$ cat src/rtl/scan_defines.svh
// register indices, field positions, reset values and fixed values of the scanner
`ifndef SCAN_DEFINES_SVH
`define SCAN_DEFINES_SVH
// register indices; byte address is four times the index
`define IDX_SCAN_START   12'hf44
`define IDX_SCAN_END     12'hf47
`define IDX_SCAN_CTRL    12'hf4a
`define IDX_SCAN_TRIG    12'hf4b
`define IDX_CRC_DATA     12'hf6f
`define IDX_CRC_ACC      12'hf71
`define IDX_CRC_SHIFT    12'hf73
`define IDX_CRC_TAPS     12'hf75
`define IDX_CRC_CTRL0    12'hf77
`define IDX_CRC_CTRL1    12'hf78
`define IDX_MOD_DISABLE  12'hf40
// scan_control fields
`define SC_EN            7
`define SC_RUN           6
`define SC_INTM          3
// checksum_control_0 fields
`define CC_EN            7
`define CC_GO            6
`define CC_ACCM          4
`define CC_SHIFTM        1
// module_disable_register fields
`define MD_CRC_OFF       0
`define MD_SCAN_OFF      1
// reset and fixed values
`define SC_INVALID_RST   1'b1
`define UNMAPPED_DATA    32'h0000_0000
`define SCAN_STEP        24'h000002
`define SCAN_MEM_LIMIT   24'h010000
`endif

$ cat src/rtl/scan_pkg.sv
// types shared by the memory scanner design
package scan_pkg;
   typedef enum logic [1:0] {
      MODE_CONC  = 2'b00,
      MODE_BURST = 2'b01,
      MODE_PEEK  = 2'b10,
      MODE_TRIG  = 2'b11
   } scan_mode_type;
   typedef enum logic [1:0] {
      ST_IDLE = 2'b00,
      ST_WAIT = 2'b01,
      ST_SCAN = 2'b10
   } scan_state_type;
   typedef struct packed {
      logic ext_halt;
      logic pc_break;
      logic data_break;
      logic sw_break;
      logic exit;
   } dbg_evt_type;
   typedef struct packed {
      logic        en;
      logic        go;
      logic        accm;
      logic        shiftm;
      logic [7:0]  lengths;
      logic [15:0] taps;
      logic [15:0] acc;
   } crc_cfg_type;
endpackage

$ cat src/rtl/crc_memory_scanner_debug_ctrl.sv
// memory scanner feeding the checksum unit, with debug freeze behaviour
`timescale 1ns/100ps
`include "scan_defines.svh"

module crc_memory_scanner_debug_ctrl
   import scan_pkg::*;
(
   // clock and reset
   input  wire logic        clk_i,
   input  wire logic        rst_i,
   // wishbone slave
   input  wire logic [15:0] wb_adr_i,
   input  wire logic [31:0] wb_dat_i,
   input  wire logic [3:0]  wb_sel_i,
   input  wire logic        wb_we_i,
   input  wire logic        wb_cyc_i,
   input  wire logic        wb_stb_i,
   output logic      [31:0] wb_dat_o,
   output logic             wb_ack_o,
   // debug logic and cpu
   input  wire dbg_evt_type dbg_evt_i,
   input  wire logic        cpu_free_i,
   output logic             cpu_stall_o,
   output logic             scan_frozen_o,
   // trigger sources and fuse pin
   input  wire logic [31:0] trig_src_i,
   input  wire logic        scanner_fuse_i,
   // program flash read port, data valid in the cycle of the read
   output logic             mem_rd_o,
   output logic      [23:0] mem_addr_o,
   input  wire logic [15:0] mem_data_i,
   // checksum unit
   input  wire logic        crc_ready_i,
   input  wire logic        crc_busy_i,
   input  wire logic [15:0] crc_shift_i,
   output logic             crc_load_o,
   output logic      [15:0] crc_data_o,
   output crc_cfg_type      crc_cfg_o
);

   ////////////////////////////////////////////////////////////////////////
   logic [1:0]     fuse_sync_r;
   logic [23:0]    start_addr_r;
   logic [23:0]    end_addr_r;
   logic           sc_en_r;
   logic           run_r;
   logic           inv_r;
   logic           intm_r;
   scan_mode_type  mode_r;
   logic [4:0]     tsel_r;
   logic [1:0]     md_r;
   logic [15:0]    cacc_r;
   logic [15:1]    taps_r;
   logic           cen_r;
   logic           cgo_r;
   logic           accm_r;
   logic           shiftm_r;
   logic [7:0]     ccon1_r;
   scan_state_type st_r;
   logic           last_r;
   logic           frz_r;
   logic           trig_prev_r;
   logic           fuse_ok;
   logic           scan_live;
   logic           crc_live;
   logic           bus_req;
   logic           wr_en;
   logic [11:0]    idx;
   logic           halt_blk;
   logic           issue;
   logic           last_iss;
   logic           trig_now;
   logic           stall_nxt;
   logic [23:0]    addr_nxt;

   function automatic logic [23:0] merge(input logic [23:0] old,
                                         input logic [31:0] d,
                                         input logic [3:0]  s);
      logic [23:0] m;
      m = old;
      for (int b = 0; b < 3; b++) begin
         if (s[b]) begin
            m[b*8 +: 8] = d[b*8 +: 8];
         end
      end
      return m;
   endfunction

   ////////////////////////////////////////////////////////////////////////
   // fuse strap, two flops before use
   always_ff @(posedge clk_i) begin
      if (rst_i) begin
         fuse_sync_r <= 2'b00;
      end else begin
         fuse_sync_r <= {fuse_sync_r[0], scanner_fuse_i};
      end
   end

   assign fuse_ok   = fuse_sync_r[1];
   // off bit matters only when the fuse makes the scanner available
   assign scan_live = fuse_ok & ~md_r[`MD_SCAN_OFF] & sc_en_r;
   assign crc_live  = ~md_r[`MD_CRC_OFF];
   assign bus_req   = wb_cyc_i & wb_stb_i & ~wb_ack_o;
   assign wr_en     = bus_req & wb_we_i;
   assign idx       = wb_adr_i[13:2];

   ////////////////////////////////////////////////////////////////////////
   // scan sequencing
   // software breakpoint does not block: the access finishes first
   assign halt_blk = dbg_evt_i.ext_halt | dbg_evt_i.pc_break |
                     dbg_evt_i.data_break;
   assign trig_now = trig_src_i[tsel_r];
   assign addr_nxt = start_addr_r + `SCAN_STEP;
   assign last_iss = (start_addr_r == end_addr_r) |
                     (addr_nxt >= `SCAN_MEM_LIMIT);

   always_comb begin
      issue = scan_live & (st_r == ST_SCAN) & ~frz_r & ~halt_blk &
              crc_ready_i & cgo_r & cen_r & crc_live;
      if (mode_r != MODE_BURST) begin
         // cpu runs between single accesses
         issue = issue & ~mem_rd_o;
      end
      if (mode_r == MODE_PEEK) begin
         issue = issue & cpu_free_i;
      end
   end

   always_comb begin
      stall_nxt = 1'b0;
      case (mode_r)
         MODE_BURST: stall_nxt = scan_live & (st_r != ST_IDLE);
         MODE_CONC:  stall_nxt = issue;
         MODE_TRIG:  stall_nxt = issue;
         default:    stall_nxt = 1'b0;
      endcase
   end

   // freeze flag; a halt in the same cycle as an exit wins
   always_ff @(posedge clk_i) begin
      if (rst_i || !scan_live) begin
         frz_r <= 1'b0;
      end else if (halt_blk || dbg_evt_i.sw_break) begin
         frz_r <= 1'b1;
      end else if (dbg_evt_i.exit) begin
         frz_r <= 1'b0;
      end
   end

   always_ff @(posedge clk_i) begin
      if (rst_i || !scan_live) begin
         st_r        <= ST_IDLE;
         last_r      <= 1'b0;
         trig_prev_r <= 1'b0;
      end else begin
         trig_prev_r <= trig_now;
         if (wr_en && idx == `IDX_SCAN_CTRL && wb_sel_i[0]) begin
            if (wb_dat_i[`SC_RUN] && !run_r) begin
               // run-bit write starts even while frozen; access waits
               if (mode_r == MODE_TRIG) begin
                  st_r <= ST_WAIT;
               end else begin
                  st_r <= ST_SCAN;
               end
               last_r <= 1'b0;
            end else if (!wb_dat_i[`SC_RUN]) begin
               st_r <= ST_IDLE;
            end
         end else begin
            case (st_r)
               ST_IDLE: begin
                  st_r <= ST_IDLE;
               end
               ST_WAIT: begin
                  if (trig_now && !trig_prev_r && !frz_r) begin
                     st_r <= ST_SCAN;
                  end
               end
               ST_SCAN: begin
                  if (!cgo_r || !cen_r) begin
                     st_r <= ST_IDLE;
                  end else if (issue && last_iss) begin
                     st_r   <= ST_IDLE;
                     last_r <= 1'b1;
                  end
               end
               default: begin
                  st_r <= ST_IDLE;
               end
            endcase
         end
      end
   end

   // read port and data hand-off; an access in flight completes unless scan_live drops
   always_ff @(posedge clk_i) begin
      if (rst_i || !scan_live) begin
         mem_rd_o    <= 1'b0;
         mem_addr_o  <= 24'h000000;
         crc_load_o  <= 1'b0;
         cpu_stall_o <= 1'b0;
      end else begin
         mem_rd_o    <= issue;
         crc_load_o  <= mem_rd_o;
         cpu_stall_o <= stall_nxt;
         if (issue) begin
            mem_addr_o <= start_addr_r;
         end
      end
   end

   always_ff @(posedge clk_i) begin
      if (rst_i) begin
         scan_frozen_o <= 1'b0;
      end else begin
         scan_frozen_o <= frz_r;
      end
   end

   ////////////////////////////////////////////////////////////////////////
   // scanner registers
   always_ff @(posedge clk_i) begin
      if (rst_i) begin
         start_addr_r <= 24'h000000;
         end_addr_r   <= 24'h000000;
      end else if (wr_en && idx == `IDX_SCAN_START) begin
         start_addr_r <= merge(start_addr_r, wb_dat_i, wb_sel_i);
      end else if (wr_en && idx == `IDX_SCAN_END) begin
         end_addr_r <= merge(end_addr_r, wb_dat_i, wb_sel_i);
      end else if (issue && !last_iss) begin
         start_addr_r <= addr_nxt;
      end
   end

   always_ff @(posedge clk_i) begin
      if (rst_i) begin
         sc_en_r <= 1'b0;
         intm_r  <= 1'b0;
         mode_r  <= MODE_CONC;
         tsel_r  <= 5'h00;
      end else if (wr_en && idx == `IDX_SCAN_CTRL && wb_sel_i[0]) begin
         sc_en_r <= wb_dat_i[`SC_EN];
         intm_r  <= wb_dat_i[`SC_INTM];
         mode_r  <= scan_mode_type'(wb_dat_i[1:0]);
      end else if (wr_en && idx == `IDX_SCAN_TRIG && wb_sel_i[0]) begin
         tsel_r <= wb_dat_i[4:0];
      end
   end

   // run bit cleared by hardware at the end; abort marks the scan invalid
   always_ff @(posedge clk_i) begin
      if (rst_i || !scan_live) begin
         run_r <= 1'b0;
         inv_r <= `SC_INVALID_RST;
      end else if (wr_en && idx == `IDX_SCAN_CTRL && wb_sel_i[0]) begin
         run_r <= wb_dat_i[`SC_RUN];
         if (wb_dat_i[`SC_RUN]) begin
            inv_r <= 1'b0;
         end
      end else if (run_r && (!cgo_r || !cen_r)) begin
         run_r <= 1'b0;
         inv_r <= 1'b1;
      end else if (last_r && crc_load_o) begin
         run_r <= 1'b0;
      end
   end

   always_ff @(posedge clk_i) begin
      if (rst_i) begin
         md_r <= 2'b00;
      end else if (wr_en && idx == `IDX_MOD_DISABLE && wb_sel_i[0]) begin
         md_r <= wb_dat_i[1:0];
      end
   end

   ////////////////////////////////////////////////////////////////////////
   // checksum unit registers, held at reset while the unit is off
   always_ff @(posedge clk_i) begin
      if (rst_i || !crc_live) begin
         cen_r      <= 1'b0;
         cgo_r      <= 1'b0;
         accm_r     <= 1'b0;
         shiftm_r   <= 1'b0;
         ccon1_r    <= 8'h00;
         cacc_r     <= 16'h0000;
         taps_r     <= 15'h0000;
         crc_data_o <= 16'h0000;
      end else begin
         if (wr_en && idx == `IDX_CRC_CTRL0 && wb_sel_i[0]) begin
            cen_r    <= wb_dat_i[`CC_EN];
            cgo_r    <= wb_dat_i[`CC_GO];
            accm_r   <= wb_dat_i[`CC_ACCM];
            shiftm_r <= wb_dat_i[`CC_SHIFTM];
         end
         if (wr_en && idx == `IDX_CRC_CTRL1 && wb_sel_i[0]) begin
            ccon1_r <= wb_dat_i[7:0];
         end
         if (wr_en && idx == `IDX_CRC_ACC) begin
            cacc_r <= 16'(merge({8'h00, cacc_r}, wb_dat_i, wb_sel_i));
         end
         if (wr_en && idx == `IDX_CRC_TAPS) begin
            taps_r <= 15'(merge({8'h00, taps_r, 1'b1}, wb_dat_i,
                                wb_sel_i) >> 1);
         end
         if (mem_rd_o) begin
            crc_data_o <= mem_data_i;
         end else if (wr_en && idx == `IDX_CRC_DATA) begin
            crc_data_o <= 16'(merge({8'h00, crc_data_o}, wb_dat_i,
                                    wb_sel_i));
         end
      end
   end

   assign crc_cfg_o = '{en: cen_r, go: cgo_r, accm: accm_r,
                        shiftm: shiftm_r, lengths: ccon1_r,
                        taps: {taps_r, 1'b1}, acc: cacc_r};

   ////////////////////////////////////////////////////////////////////////
   // bus answer: one wait state, reads never blocked by debug halt
   always_ff @(posedge clk_i) begin
      if (rst_i) begin
         wb_ack_o <= 1'b0;
         wb_dat_o <= 32'h0000_0000;
      end else begin
         wb_ack_o <= bus_req;
         if (!bus_req || wb_we_i) begin
            wb_dat_o <= 32'h0000_0000;
         end else if (idx == `IDX_SCAN_START) begin
            wb_dat_o <= {8'h00, start_addr_r};
         end else if (idx == `IDX_SCAN_END) begin
            wb_dat_o <= {8'h00, end_addr_r};
         end else if (idx == `IDX_SCAN_CTRL) begin
            wb_dat_o <= {24'h000000, sc_en_r, run_r,
                         (st_r != ST_IDLE) | mem_rd_o, inv_r, intm_r,
                         1'b0, mode_r};
         end else if (idx == `IDX_SCAN_TRIG) begin
            wb_dat_o <= {27'h0000000, tsel_r};
         end else if (idx == `IDX_MOD_DISABLE) begin
            wb_dat_o <= {30'h00000000, md_r};
         end else if (idx == `IDX_CRC_DATA) begin
            wb_dat_o <= {16'h0000, crc_data_o};
         end else if (idx == `IDX_CRC_ACC) begin
            wb_dat_o <= {16'h0000, cacc_r};
         end else if (idx == `IDX_CRC_SHIFT) begin
            wb_dat_o <= {16'h0000, crc_shift_i};
         end else if (idx == `IDX_CRC_TAPS) begin
            wb_dat_o <= {16'h0000, taps_r, 1'b1};
         end else if (idx == `IDX_CRC_CTRL0) begin
            wb_dat_o <= {24'h000000, cen_r, cgo_r, crc_busy_i, accm_r,
                         2'b00, shiftm_r, ~crc_ready_i};
         end else if (idx == `IDX_CRC_CTRL1) begin
            wb_dat_o <= {24'h000000, ccon1_r};
         end else begin
            wb_dat_o <= `UNMAPPED_DATA;
         end
      end
   end
endmodule

$ cat config.mk
export PLATFORM = sky130hd
export DESIGN_NAME = crc_memory_scanner_debug_ctrl
export DESIGN_NICKNAME = d
export VERILOG_FILES = /design/src/rtl/scan_pkg.sv /design/src/rtl/crc_memory_scanner_debug_ctrl.sv
export VERILOG_INCLUDE_DIRS = /design/src /design/src/rtl
export SDC_FILE = /design/constraint.sdc
export NUM_CORES = 1
export LEC_CHECK = 0
export BUFFER_PORTS_ARGS = -buffer_cell sky130_fd_sc_hd__buf_4
export CAP_MARGIN = 10
export CORE_UTILIZATION = 45
export CTS_BUF_LIST = sky130_fd_sc_hd__clkbuf_8
export DETAILED_ROUTE_END_ITERATION = 12
export PLACE_DENSITY_LB_ADDON = 0.1
export SLEW_MARGIN = 40
export SYNTH_ARGS = -nofsm -noshare
export SYNTH_HDL_FRONTEND = slang
export SYNTH_SLANG_ARGS = --single-unit
$ cat constraint.sdc
create_clock -name clk_i -period 4.74 [get_ports clk_i]
set_input_delay 0.237 -clock clk_i [delete_from_list [all_inputs] [get_ports clk_i]]
set_output_delay 0.237 -clock clk_i [all_outputs]
set_load 0.05 [all_outputs]
==> impl_metrics.ini <==
[status]
status = completed

[sta]
finalSetupTns_ns = 0
finalClockSkew_ns = 0.01541
hold_viol_final = 0
max_freq_mhz = 301.4
worst_slew_pin_slew_ns = 0.8095
period_share_pct = 69.99
min_period_ns = 3.318
hold_ws_ns = 0.01804
max-slew-margin-rel_pct = 45.58
drv_slew = 0
rsz0062_at_grt = no
finalSetupViolations = 0

[critical_path]
cp_num_cells = 9
crit_chain = ha_1 > and3_1 > and3_1 > nand3_2 > mux2_4 > nor3_2 > nand3_1 > or3_1 > a31oi_1
cp_common_cell = and3_1
cp-endpoint = start_addr_r[9]
path_delay_family = simple AND/OR/NAND/NOR gates
required_ns = 5.15
worstReg2RegStart = start_addr_r[1]
critPathCaptureType = register
cp_slowest_stage_delay_ns = 0.56
cp_num_buf_inv = 0
startpoint = start_addr_r[1]
r2r_slack_ns = 1.42
reg2reg_depth = 9
r2r-end = start_addr_r[9]
worst-endpoint-arrival_ns = 3.73
cpMaxStageDelayCell = dfxtp_1
cp-start-kind = register
worstPathMaxFanout = 10
worst-setup-path-type = register to register

[clocking]
clockBufferDepth = 2
cts_setup_buffers = 0
clock_sinks = 180
htree_levels = 4
numCtsBuffers = 17
clk_latency_ns = 0.48
ctsRootBufferMaster = clkbuf_8
cts_tree = yes
path_clk_slew_ns = 0.10

[floorplan]
core_area_mm2 = 0.01953
die_area_mm2 = 0.02056
die_w_um = 143.4
io_pins = 251
initial_core_util_pct = 46.07
fp.dieH_um = 143.4
num_rows = 51

[global_route]
antenna_found_initial = 0
first_global_vias = 8501
overflow = 0
grt_max_degree = 68
grt_pass1_wl_mm = 48.03
grt_util_all_layers_pct = 30.69

[finish]
synthToLayoutAreaGrowth_pct = 26.30
diodes = 0
drive_gt1_share_pct = 23.22
fin_util_pct = 58.18
multi_input_area_mm2 = 0.004987
register_area_mm2 = 0.003603
layout_commonest_cell = buf_4
mostFrequentLayoutCells = 240 x buf_4, 196 x nand2_1, 180 x dfxtp_1, 150 x a21oi_1, 106 x nor2_1
fillers = 1890
final_nets = 1453

[placed_design]
portBuffers = 228
hpwl_mm = 22.42
gp_congestion = 0.8938

[route]
drt-total-wl_mm = 31.42
highest_layer = met4
wl_per_cell_um = 19.69
dr.pass1.iters = 9
wl_met1_mm = 13.82
avgViaCountPerCell = 5.848
initialDrtViolationCount = 979
wl_met2_mm = 14.14
vias = 9334
drtAntennaViolNets = 0
wl_met3_mm = 2.880
post-route-drc-count = 0

[logic_synthesis]
synth_cell_type_count = 71
syn_area_mm2 = 0.008995
ys_ff_latch = 180
synth_ff_type = dfxtp_1
synth_area_per_cell_um2 = 7.953
async_flop_share_pct = 0
yosysSeqAreaShare_pct = 40.06
synth-edff-count = 0
yosys_warnings = 0
syn_inst = 1131

[pwr]
power_per_cell_area_mw_per_mm2 = 252.3
peakVddDrop_mv = 0.1783
finalPower_mw = 2.866
leakagePower_nw = 4.320

[worst_hold_path]
hold_class = primary input to register
hp-start = wb_dat_i[16]

[run]
drv_cap = 0
==> Yosys cell counts, types with 14 or more instances <==
| cell type | number | area share [%] |
|---|---|---|
| a21oi_1 | 150 | 8.3 |
| clkbuf_1 | 68 | 2.8 |
| nand3_1 | 32 | 1.8 |
| nor4_1 | 16 | 1.1 |
| nor3_1 | 26 | 1.4 |
| xor2_1 | 24 | 2.3 |
| a222oi_1 | 15 | 1.7 |
| nand2_1 | 196 | 8.2 |
| mux2i_1 | 44 | 4.9 |
| dfxtp_1 | 180 | 40 |
| o21ai_0 | 36 | 2.0 |
| a31oi_1 | 14 | 0.97 |
| a22oi_1 | 18 | 1.5 |
| nor2_1 | 107 | 4.5 |
==> sequential cells by signal (all words and copies together), names as in the netlist, 2 cells and up <==
name	count
cacc_r	16
ccon1_r	8
crc_data_o	16
end_addr_r	24
fuse_sync_r	2
md_r	2
mem_addr_o	24
mode_r	2
st_r	2
start_addr_r	24
taps_r	15
tsel_r	5
wb_dat_o	24
==> power by group <==
part | switching [mW] | internal, mW | total, mW
sequential | 0.000624 | 1.51 | 1.51
combinational | 0.114 | 0.0876 | 0.202
clock | 0.608 | 0.544 | 1.15
==> logic make-up (layout without fill, tap and decap cells) <==
logic type                 count (synthesis)  after routing  synth area share (%)
AOI/OAI and AO/OA                        293            293                 20.36
xor gates and xnor gates                  26             26                 2.532
adders and majority gates                  5              5                0.6955
buffers and inverters                    108            301                 5.327
DFF                                      180            180                 40.06
muxes                                     54             54                 6.941
other                                      2              9               0.08349
and+or+nand+nor                          463            463                 24.00
==> metal layers <==
layer / vias up / global-route usage, %
li1: 4399 / -
met1: 4412 / 43.65
met2: 476 / 46.22
met3: 47 / 6.698
met4: 0 / 9.015
met5: - / 0
==> timing repair <==
item,4_1_cts,5_1_grt
hold endpoints to repair,17,0
resized for setup,0,0
hold buffers,17,0
==> worst min-delay path by stage <==
| stage | to | slack (ns) | cells after the start |
|---|---|---|---|
| 3_3_place_gp | fuse_sync_r[1] | 0.42 | 1 |
| 3_5_place_dp | fuse_sync_r[1] | 0.42 | 1 |
| 6_report | end_addr_r[16] | 0.02 | 3 |
| 4_1_cts | end_addr_r[16] | 0.002 | 3 |
| 2_1_floorplan | wb_ack_o | 0.33 | 1 |
| 5_1_grt | end_addr_r[20] | 0.005 | 3 |
==> cell type report <==
cell class	instances	share of cell area (%)
repair buffers	257	17.36
well taps	265	2.919
clock buffers	18	2.181
inverters	12	0.3965
multi-input cells	850	43.90
clock inverters	14	1.531
flip-flops and latches	180	31.72
==> worst reg2reg max path: stages (launching register included) <==
cell and delay [ns]:
dfxtp_1 0.56, ha_1 0.26, and3_1 0.27, and3_1 0.30, nand3_2 0.12, mux2_4 0.36, nor3_2 0.35, nand3_1 0.40
or3_1 0.47, a31oi_1 0.16
==> metrics by stage <==
step	setup WS, ns	std cells	instance area [um2]
after global placement	1.544	1547	10740
after global routing	1.190	1596	11360
after floorplan	2.026	1138	9021
final	1.422	1596	11360
after detailed placement	1.489	1547	10760
after CTS	1.461	1596	11350
Power figures use the tool's default switching activity.
